===== src/rtl/emcr_pkg.sv =====
// Purpose: Shared constants and types of the MAC base configuration bank
// Assumes: Registers are one 32-bit word each, byte address = 4 * index
// Notes:   Indices are dword offsets, not byte addresses
package emcr_pkg;

   localparam int unsigned DATA_W       = 32;
   localparam int unsigned IDX_W        = 8;

   localparam logic [IDX_W-1:0] IDX_VERSION   = 8'h00;
   localparam logic [IDX_W-1:0] IDX_SCRATCH   = 8'h01;
   localparam logic [IDX_W-1:0] IDX_CONTROL   = 8'h02;
   localparam logic [IDX_W-1:0] IDX_ADDR_LOW  = 8'h03;
   localparam logic [IDX_W-1:0] IDX_ADDR_HIGH = 8'h04;
   localparam logic [IDX_W-1:0] IDX_FRM_LEN   = 8'h05;
   localparam logic [IDX_W-1:0] IDX_PAUSE_Q   = 8'h06;
   localparam logic [IDX_W-1:0] IDX_RX_SEMPTY = 8'h07;
   localparam logic [IDX_W-1:0] IDX_LAST      = 8'h07;

   // Byte address bits that select the word index
   localparam int unsigned ADDR_IDX_LSB = 2;
   localparam int unsigned ADDR_IDX_MSB = ADDR_IDX_LSB + IDX_W - 1;

   // Control register fields
   localparam int unsigned CTL_TX_PATH_ENABLE_BIT = 0;
   localparam int unsigned CTL_RX_PATH_ENABLE_BIT = 1;
   localparam int unsigned CTL_PROMIS_BIT = 4;
   localparam int unsigned CTL_SW_RST_BIT = 13;

   // Field widths and reset values
   localparam int unsigned LEN_W         = 16;
   localparam int unsigned ADDR_HIGH_W   = 16;
   localparam logic [15:0] FRM_LEN_RESET = 16'h05ee;
   localparam logic [31:0] CONTROL_RESET = 32'h0000_0000;
   localparam logic [31:0] WORD_RESET    = 32'h0000_0000;
   localparam logic [15:0] HALF_RESET    = 16'h0000;
   localparam int unsigned SEMPTY_MARGIN = 16;

   // AHB-Lite encodings
   localparam logic [1:0] HTRANS_IDLE   = 2'h0;
   localparam logic [1:0] HTRANS_NONSEQ = 2'h2;
   localparam logic [2:0] HSIZE_WORD    = 3'h2;
   localparam logic       HRESP_OKAY    = 1'b0;

   typedef struct packed {
      logic              en;
      logic [IDX_W-1:0]  idx;
      logic [DATA_W-1:0] data;
   } emcr_wr_s;

   typedef struct packed {
      logic              tx_path_enable;
      logic              rx_path_enable;
      logic              accept_all_frames;
      logic [47:0]       station_addr;
      logic [LEN_W-1:0]  max_frame_len;
      logic [LEN_W-1:0]  pause_quanta;
      logic [DATA_W-1:0] rx_section_empty_level;
   } emcr_cfg_s;

endpackage


===== src/rtl/emcr_ahb_port.sv =====
// Purpose: AHB-Lite slave front end of the configuration bank
// Assumes: Single word transfers; response always OKAY
// Notes:   Writes take no wait state, reads take one
`timescale 1ns/1ps
`default_nettype none
module emcr_ahb_port
   import emcr_pkg::*;
(
   input  wire logic              hclk,
   input  wire logic              hresetn,
   input  wire logic              hsel,
   input  wire logic [31:0]       haddr,
   input  wire logic [1:0]        htrans,
   input  wire logic              hwrite,
   input  wire logic [2:0]        hsize,
   input  wire logic              hready,
   input  wire logic [31:0]       hwdata,
   output logic                   hreadyout,
   output logic                   hresp,
   output logic      [31:0]       hrdata,
   output emcr_wr_s               wr,
   output logic      [IDX_W-1:0]  rd_idx,
   output logic                   rd_hit,
   input  wire logic [DATA_W-1:0] rd_value
);

   logic             take;
   logic             legal;
   logic             wr_pend;
   logic             rd_pend;
   logic             hit_q;
   logic [IDX_W-1:0] idx_q;

   assign take  = hsel && hready && htrans[1];
   assign legal = (hsize == HSIZE_WORD) && (haddr[1:0] == 2'h0)
                  && (haddr[31:ADDR_IDX_MSB+1] == '0);

   // Address phase capture
   always_ff @(posedge hclk or negedge hresetn) begin
      if (!hresetn) begin
         wr_pend <= 1'b0;
         rd_pend <= 1'b0;
         hit_q   <= 1'b0;
         idx_q   <= '0;
      end else begin
         if (take) begin
            wr_pend <= hwrite;
            rd_pend <= !hwrite;
            hit_q   <= legal
                       && (haddr[ADDR_IDX_MSB:ADDR_IDX_LSB] <= IDX_LAST);
            idx_q   <= haddr[ADDR_IDX_MSB:ADDR_IDX_LSB];
         end else if (hreadyout) begin
            wr_pend <= 1'b0;
            rd_pend <= 1'b0;
         end else begin
            rd_pend <= 1'b0;
         end
      end
   end

   // Read wait state: data registered in the first data-phase cycle
   always_ff @(posedge hclk or negedge hresetn) begin
      if (!hresetn) begin
         hreadyout <= 1'b1;
         hrdata    <= '0;
      end else if (take && !hwrite) begin
         hreadyout <= 1'b0;
      end else if (rd_pend) begin
         hreadyout <= 1'b1;
         hrdata    <= hit_q ? rd_value : '0;
      end
   end

   assign hresp    = HRESP_OKAY;
   assign wr.en    = wr_pend && hit_q;
   assign wr.idx   = idx_q;
   assign wr.data  = hwdata;
   assign rd_idx   = idx_q;
   assign rd_hit   = hit_q;

endmodule
`default_nettype wire


===== src/rtl/emcr_field_reg.sv =====
// Purpose: One configuration field, writable or fixed at its reset value
// Assumes: Write strobe and data from logic on the same clock
// Notes:   A fixed field ignores every write
`timescale 1ns/1ps
`default_nettype none
module emcr_field_reg #(
   parameter int unsigned   W        = 32,
   parameter logic [W-1:0]  RESET    = '0,
   parameter bit            WRITABLE = 1'b1
) (
   input  wire logic         hclk,
   input  wire logic         hresetn,
   input  wire logic         we,
   input  wire logic [W-1:0] d,
   output logic      [W-1:0] q
);

   always_ff @(posedge hclk or negedge hresetn) begin
      if (!hresetn) begin
         q <= RESET;
      end else if (we && WRITABLE) begin
         q <= d;
      end
   end

endmodule
`default_nettype wire


===== src/rtl/emcr_regs.sv =====
// Purpose: Base configuration register bank of an Ethernet MAC
// Assumes: One clock; AHB-Lite register access; MAC logic on hclk
// Notes:   Unmapped or reserved words read zero and ignore writes
//
// Local design decision: register access over AHB-Lite.
`timescale 1ns/1ps
`default_nettype none
// Operation
// - Software reset clears only the transmit and receive enables.
// - Version word: IP version low half, customer revision high half.
// - Customer revision is a build parameter defaulting to zero.
// - Scratch word at index one, resets zero, absent in small variants.
// - First four address bytes sit reversed in the low address word.
// - Received lengths checked against 16-bit limit, reset 1518.
// - Small variants fix the frame length limit at 1518, read-only.
// - Pause frames carry the pause quanta value when congested.
// - Small variants never send pause frames.
// - Small variants fix section-empty at FIFO depth minus sixteen.
module emcr_regs
   import emcr_pkg::*;
#(
   parameter bit          SMALL_MAC               = 1'b0,
   parameter logic [15:0] IP_VERSION              = 16'h0001,
   parameter logic [15:0] customer_revision_param = 16'h0000,
   parameter int unsigned FIFO_DEPTH              = 2048
) (
   input  wire logic              hclk,
   input  wire logic              hresetn,
   input  wire logic              hsel,
   input  wire logic [31:0]       haddr,
   input  wire logic [1:0]        htrans,
   input  wire logic              hwrite,
   input  wire logic [2:0]        hsize,
   input  wire logic              hready,
   input  wire logic [31:0]       hwdata,
   output logic                   hreadyout,
   output logic                   hresp,
   output logic      [31:0]       hrdata,
   output emcr_cfg_s              cfg,
   output logic                   mac_running,
   input  wire logic              rx_len_valid,
   input  wire logic [LEN_W-1:0]  rx_len,
   output logic                   rx_len_exceeded,
   input  wire logic              congested,
   input  wire logic              pause_ack,
   output logic                   pause_req,
   output logic      [LEN_W-1:0]  pause_frame_quanta
);

   localparam logic [DATA_W-1:0] SEMPTY_FIXED =
      DATA_W'(FIFO_DEPTH - SEMPTY_MARGIN);
   localparam logic [DATA_W-1:0] SEMPTY_RESET =
      SMALL_MAC ? SEMPTY_FIXED : WORD_RESET;

   emcr_wr_s          wr;
   logic [IDX_W-1:0]  rd_idx;
   logic              rd_hit;
   logic [DATA_W-1:0] rd_value;

   logic [DATA_W-1:0]      control;
   logic [DATA_W-1:0]      scratch_word;
   logic [DATA_W-1:0]      station_addr_low;
   logic [ADDR_HIGH_W-1:0] station_addr_high;
   logic [LEN_W-1:0]       max_frame_bytes;
   logic [LEN_W-1:0]       pause_quanta_value;
   logic [DATA_W-1:0]      rx_fifo_section_empty_level;
   logic                   congested_q;

   emcr_ahb_port u_port (
      .hclk      (hclk),
      .hresetn   (hresetn),
      .hsel      (hsel),
      .haddr     (haddr),
      .htrans    (htrans),
      .hwrite    (hwrite),
      .hsize     (hsize),
      .hready    (hready),
      .hwdata    (hwdata),
      .hreadyout (hreadyout),
      .hresp     (hresp),
      .hrdata    (hrdata),
      .wr        (wr),
      .rd_idx    (rd_idx),
      .rd_hit    (rd_hit),
      .rd_value  (rd_value)
   );

   // Control word; the soft reset bit self-clears and reads zero
   always_ff @(posedge hclk or negedge hresetn) begin
      if (!hresetn) begin
         control <= CONTROL_RESET;
      end else if (wr.en && wr.idx == IDX_CONTROL) begin
         control <= wr.data;
         control[CTL_SW_RST_BIT] <= 1'b0;
         if (wr.data[CTL_SW_RST_BIT]) begin
            control[CTL_TX_PATH_ENABLE_BIT] <= 1'b0;
            control[CTL_RX_PATH_ENABLE_BIT] <= 1'b0;
         end
      end
   end

   emcr_field_reg #(
      .W        (DATA_W),
      .RESET    (WORD_RESET),
      .WRITABLE (!SMALL_MAC)
   ) u_scratch (
      .hclk    (hclk),
      .hresetn (hresetn),
      .we      (wr.en && wr.idx == IDX_SCRATCH),
      .d       (wr.data),
      .q       (scratch_word)
   );

   emcr_field_reg #(
      .W        (DATA_W),
      .RESET    (WORD_RESET),
      .WRITABLE (1'b1)
   ) u_addr_low (
      .hclk    (hclk),
      .hresetn (hresetn),
      .we      (wr.en && wr.idx == IDX_ADDR_LOW),
      .d       (wr.data),
      .q       (station_addr_low)
   );

   emcr_field_reg #(
      .W        (ADDR_HIGH_W),
      .RESET    (HALF_RESET),
      .WRITABLE (1'b1)
   ) u_addr_high (
      .hclk    (hclk),
      .hresetn (hresetn),
      .we      (wr.en && wr.idx == IDX_ADDR_HIGH),
      .d       (wr.data[ADDR_HIGH_W-1:0]),
      .q       (station_addr_high)
   );

   emcr_field_reg #(
      .W        (LEN_W),
      .RESET    (FRM_LEN_RESET),
      .WRITABLE (!SMALL_MAC)
   ) u_frm_len (
      .hclk    (hclk),
      .hresetn (hresetn),
      .we      (wr.en && wr.idx == IDX_FRM_LEN),
      .d       (wr.data[LEN_W-1:0]),
      .q       (max_frame_bytes)
   );

   emcr_field_reg #(
      .W        (LEN_W),
      .RESET    (HALF_RESET),
      .WRITABLE (1'b1)
   ) u_pause_q (
      .hclk    (hclk),
      .hresetn (hresetn),
      .we      (wr.en && wr.idx == IDX_PAUSE_Q),
      .d       (wr.data[LEN_W-1:0]),
      .q       (pause_quanta_value)
   );

   emcr_field_reg #(
      .W        (DATA_W),
      .RESET    (SEMPTY_RESET),
      .WRITABLE (!SMALL_MAC)
   ) u_rx_sempty (
      .hclk    (hclk),
      .hresetn (hresetn),
      .we      (wr.en && wr.idx == IDX_RX_SEMPTY),
      .d       (wr.data),
      .q       (rx_fifo_section_empty_level)
   );

   // Read multiplexer
   always_comb begin
      rd_value = '0;
      if (rd_hit) begin
         unique case (rd_idx)
            IDX_VERSION:   rd_value = {customer_revision_param,
                                       IP_VERSION};
            IDX_SCRATCH:   rd_value = scratch_word;
            IDX_CONTROL:   rd_value = control;
            IDX_ADDR_LOW:  rd_value = station_addr_low;
            IDX_ADDR_HIGH: rd_value = {16'h0000, station_addr_high};
            IDX_FRM_LEN:   rd_value = {16'h0000, max_frame_bytes};
            IDX_PAUSE_Q:   rd_value = {16'h0000,
                                       pause_quanta_value};
            IDX_RX_SEMPTY: rd_value = rx_fifo_section_empty_level;
            default:       rd_value = '0;
         endcase
      end
   end

   // Configuration towards the MAC; first address byte in the top byte
   assign cfg.tx_path_enable    = control[CTL_TX_PATH_ENABLE_BIT];
   assign cfg.rx_path_enable    = control[CTL_RX_PATH_ENABLE_BIT];
   assign cfg.accept_all_frames = control[CTL_PROMIS_BIT];
   assign cfg.station_addr      = {station_addr_low[7:0],
                                   station_addr_low[15:8],
                                   station_addr_low[23:16],
                                   station_addr_low[31:24],
                                   station_addr_high[7:0],
                                   station_addr_high[15:8]};
   assign cfg.max_frame_len          = max_frame_bytes;
   assign cfg.pause_quanta           = pause_quanta_value;
   assign cfg.rx_section_empty_level = rx_fifo_section_empty_level;

   assign mac_running = control[CTL_TX_PATH_ENABLE_BIT]
                        && control[CTL_RX_PATH_ENABLE_BIT];

   // Receive length check
   always_ff @(posedge hclk or negedge hresetn) begin
      if (!hresetn) begin
         rx_len_exceeded <= 1'b0;
      end else begin
         rx_len_exceeded <= mac_running && rx_len_valid
                            && (rx_len > max_frame_bytes);
      end
   end

   // Pause frame request on rising congestion, quanta latched with it
   always_ff @(posedge hclk or negedge hresetn) begin
      if (!hresetn) begin
         congested_q        <= 1'b0;
         pause_req          <= 1'b0;
         pause_frame_quanta <= '0;
      end else begin
         congested_q <= congested;
         if (SMALL_MAC || !mac_running) begin
            pause_req <= 1'b0;
         end else if (congested && !congested_q) begin
            pause_req          <= 1'b1;
            pause_frame_quanta <= pause_quanta_value;
         end else if (pause_ack) begin
            pause_req <= 1'b0;
         end
      end
   end

endmodule
`default_nettype wire


===== config.mk =====
export PLATFORM = sky130hd
export DESIGN_NAME = emcr_regs
export DESIGN_NICKNAME = d
export VERILOG_FILES = /design/src/rtl/emcr_pkg.sv /design/src/rtl/emcr_ahb_port.sv /design/src/rtl/emcr_field_reg.sv /design/src/rtl/emcr_regs.sv
export SDC_FILE = /design/constraint.sdc
export NUM_CORES = 1
export LEC_CHECK = 0
export ABC_CLOCK_PERIOD_IN_PS = 5340
export BUFFER_PORTS_ARGS = -buffer_cell sky130_fd_sc_hd__buf_2
export CAP_MARGIN = 20
export CORE_ASPECT_RATIO = 0.9
export CORE_MARGIN = 2
export CORE_UTILIZATION = 35
export CTS_CLUSTER_SIZE = 8
export DETAILED_ROUTE_END_ITERATION = 12
export GPL_TIMING_DRIVEN = 1
export SYNTH_ARGS = -nofsm -noshare
export SYNTH_HDL_FRONTEND = slang
export SYNTH_SLANG_ARGS = --single-unit
export TNS_END_PERCENT = 20

===== constraint.sdc =====
create_clock -name hclk -period 5.34 [get_ports hclk]
set_input_delay 0.534 -clock hclk [delete_from_list [all_inputs] [get_ports hclk]]
set_output_delay 0.534 -clock hclk [all_outputs]
set_load 0.005 [all_outputs]

==> summary.txt <==
Vert. Die Dim -> 172 um
Vias in the first global route -> 8,110
Register area share after synthesis -> 54.4%
Flops & latches, synth -> 238
HPWL Detailed -> 21,400 um
Largest net degree at the start of global routing -> 151
Final hold slack -> 4.34 ps
Reg-to-reg endpoint -> u_scratch.q[16]
CP Capture Type -> flip-flop
Period utilisation layout -> 57.9%
Worst-path clk slew -> 50 ps
Ys flop type -> dfrtp_1
Port-buffer cells -> 258
Register area -> 5970 um2
Synth Warn # -> 0
Min Clock Period, post-route -> 3090 ps
Worst rel slew slack -> 34.0%
First drt pass iteration count -> 6
Row cnt -> 61
Routed Antenna Nets -> 0
Fin. Hold Viols -> 0
Initial antenna violation count -> 3
Buffer count from post-CTS setup fixing -> 0
CP Launch Point -> u_port.rd_idx[0]
Tot GR Track Use -> 19.8%
Core Area -> 30,900 um2
Fin area -> 13,700 um2
CTS buffer count -> 35
Max-cap violation count -> 0
RSZ-0062 raised after global routing -> no
Fillers -> 2,904
Final setup TNS -> 0 ps
Leak -> 6.56 nW
Peak supply drop -> 0.205 mV
Area Growth Syn to Fin -> 24.6%
Reg2reg path depth -> 4
Slew of the pin with the lowest slew margin -> 991 ps
DP Worst Slack -> 1970 ps
Post-Syn Instances -> 832
Layout cell share with drive strength beyond 1 -> 47.0%
Post-DR vias/cell -> 5.28
Multi-input gate area -> 4670 um2
Io pins -> 261
Max Clock Freq -> 323 MHz
CTS Root Cell -> clkbuf_16
Clk sinks -> 238
Status -> completed
DR WL/cell -> 21.4 um
Avg Inst Size Synth -> 13.2 um2
Utilization after layout -> 44.2%
Setup ws final -> 2250 ps
CP max FO -> 38
Placed inst area -> 12,700 um2
GPL Wtd Cong -> 0.911
Hold-fix buffers at CTS -> 0
CTS tree -> yes
Post-Syn Nets -> 941
Total grt overflow -> 0
CP arrival -> 3470 ps
Crit-path max cell delay -> 960 ps
Reg2Reg Launch Point -> u_port.rd_idx[0]
CP Launch Type -> flip-flop
HP Class -> primary input to asynchronous set/reset pin
# nets final -> 1,190
EDFF count, synth -> 0
Number of remaining DRC errors -> 0
Reg-to-reg slack, setup -> 2250 ps
CTS max path bufs -> 3
Slowest cell on crit path -> dfrtp_2
Asr flop ratio synth -> 100%
Clk_skew -> 16.7 ps
Final Setup Violations -> 0
Post-CTS resize count -> 0
Synth Cell Area -> 11,000 um2
WP data required -> 5720 ps
DR vias -> 7,979
Wirelength, routed -> 32,400 um
Crit Path Class -> flip-flop to flip-flop
Ordered cell list for the critical path -> nor2b_1, nand4_1, buf_4, mux2_2
Clk_lat worst skew -> 510 ps
Initial core utilization -> 35.5%
Horiz. Die Dim -> 191 um
First-pass GRT wire length -> 49,400 um
Worst setup path end -> u_scratch.q[16]
Synth unique cells -> 59
Power Density -> 330 nW/um2
H-tree levels -> 2
Slew Limit Fails -> 0
Die ar. -> 32,800 um2
Iter 0 DRT Violations -> 410
==> state kept, by name, indices dropped and copies added (netlist names) <==
register / flops
u_scratch.q: 32
u_frm_len.q: 16
u_port.hreadyout: 1
u_port.rd_hit: 1
u_port.hrdata: 32
pause_frame_quanta: 16
rx_len_exceeded: 1
pause_req: 1
u_pause_q.q: 16
u_port.rd_idx: 8
congested_q: 1
u_addr_high.q: 16
control: 31
u_rx_sempty.q: 32
u_port.rd_pend: 1
u_addr_low.q: 32
u_port.wr_pend: 1
==> per-layer routing <==
metal	up-vias	GRT usage (%)	wire length (um)
met5	-	0	0
met4	0	6.57	762
met3	49	3.29	1600
met2	240	31.1	14800
met1	4089	27.7	15200
li1	3601	-	-
==> final cells by class <==
class                           instances  area share, %
Timing Repair Buffer                  270           10.5
Tap cell                              409           3.74
Sequential cell                       238           43.7
Multi-Input combinational cell        515           34.2
Inverter                               21          0.577
Clock inverter                          2          0.183
Clock buffer                           54           7.08
Antenna cell                            2         0.0366
==> per-stage QoR <==
stage | cells | power, mW
floorplan | 832 | 2.27
global placement | 1451 | 2.50
detailed placement | 1452 | 2.52
CTS | 1508 | 4.58
global route | 1511 | 4.72
finish | 1511 | 4.51
==> critical path, delay by kind of cell (launching register included) <==
family,cells,cell delay (ps)
buf+inv,1,450
flops,1,960
mux,1,340
simple gates,2,1200
==> cell families (layout without fill, tap and decap cells) <==
| group | after synthesis | after routing | synth area share [%] |
|---|---|---|---|
| DFF | 238 | 238 | 54.4 |
| AOI/OAI and AO/OA | 146 | 146 | 9.38 |
| and+or+nand+nor | 113 | 113 | 6.80 |
| buffers and inverters | 79 | 347 | 3.27 |
| muxes | 239 | 239 | 24.3 |
| adders and majority gates | 16 | 16 | 1.82 |
| other | 1 | 3 | 0.0342 |
==> layout by cell type (no fill, tap or decap), types with 7 or more instances in the layout <==
cell type  Yosys  layout
nor3b_1       17      17
mux2_1        34      34
buf_4          5       9
a221oi_1      11      11
clkbuf_1      22      18
mux2i_1       19      19
o22ai_1        7       7
a32oi_1        8       8
nor4_1         7       7
inv_1         21      21
o21ai_0       30      30
o2bb2ai_1      7       7
a22o_1        22      22
nand2_1       22      22
a21oi_1       25      25
clkbuf_16      0      36
dfrtp_1      229     226
mux2_2       186     186
ha_1          16      16
dfstp_2        9       9
nor2b_1       11      11
nand2b_1      10      10
buf_2         23     257
a22oi_1       12      12
==> power breakdown <==
part / leakage, nW / switching, mW / internal, mW
clock network: 0.476 / 0.788 / 1.24
logic: 3.07 / 0.287 / 0.224
registers: 3.02 / 0.106 / 1.87
total: 6.56 / 1.18 / 3.33
==> cells in the mapped netlist (3+ instances only) <==
master / instances / share of area, %
a21oi_1: 25 / 1.1
a221oi_1: 11 / 0.88
a22o_1: 22 / 1.8
a22oi_1: 12 / 0.82
a32oi_1: 8 / 0.64
and3_1: 3 / 0.17
buf_1: 6 / 0.21
buf_2: 23 / 1.0
buf_4: 5 / 0.34
clkbuf_1: 22 / 0.75
dfrtp_1: 229 / 52
dfstp_2: 9 / 2.2
ha_1: 16 / 1.8
inv_1: 21 / 0.72
mux2_1: 34 / 3.5
mux2_2: 186 / 19
mux2i_1: 19 / 1.7
nand2_1: 22 / 0.75
nand2b_1: 10 / 0.57
nand3_1: 6 / 0.27
nand3b_1: 5 / 0.34
nand4_1: 6 / 0.34
nor2_1: 6 / 0.21
nor2b_1: 11 / 0.63
nor3_1: 4 / 0.18
nor3b_1: 17 / 1.2
nor4_1: 7 / 0.40
o21ai_0: 30 / 1.4
o22ai_1: 7 / 0.40
o2bb2ai_1: 7 / 0.56
o32ai_1: 6 / 0.48
==> how the worst min path moves through the flow <==
stage / start / to / slack [ps]
2_1_floorplan: hresetn / congested_q / 240
3_3_place_gp: u_port.hrdata[13] / u_port.hrdata[13] / 470
3_5_place_dp: u_port.hrdata[13] / u_port.hrdata[13] / 480
4_1_cts: hresetn / pause_frame_quanta[7] / 30
5_1_grt: hresetn / pause_frame_quanta[7] / 60
6_report: hresetn / pause_frame_quanta[7] / 4
No activity file was read; power rests on OpenSTA's default activity.
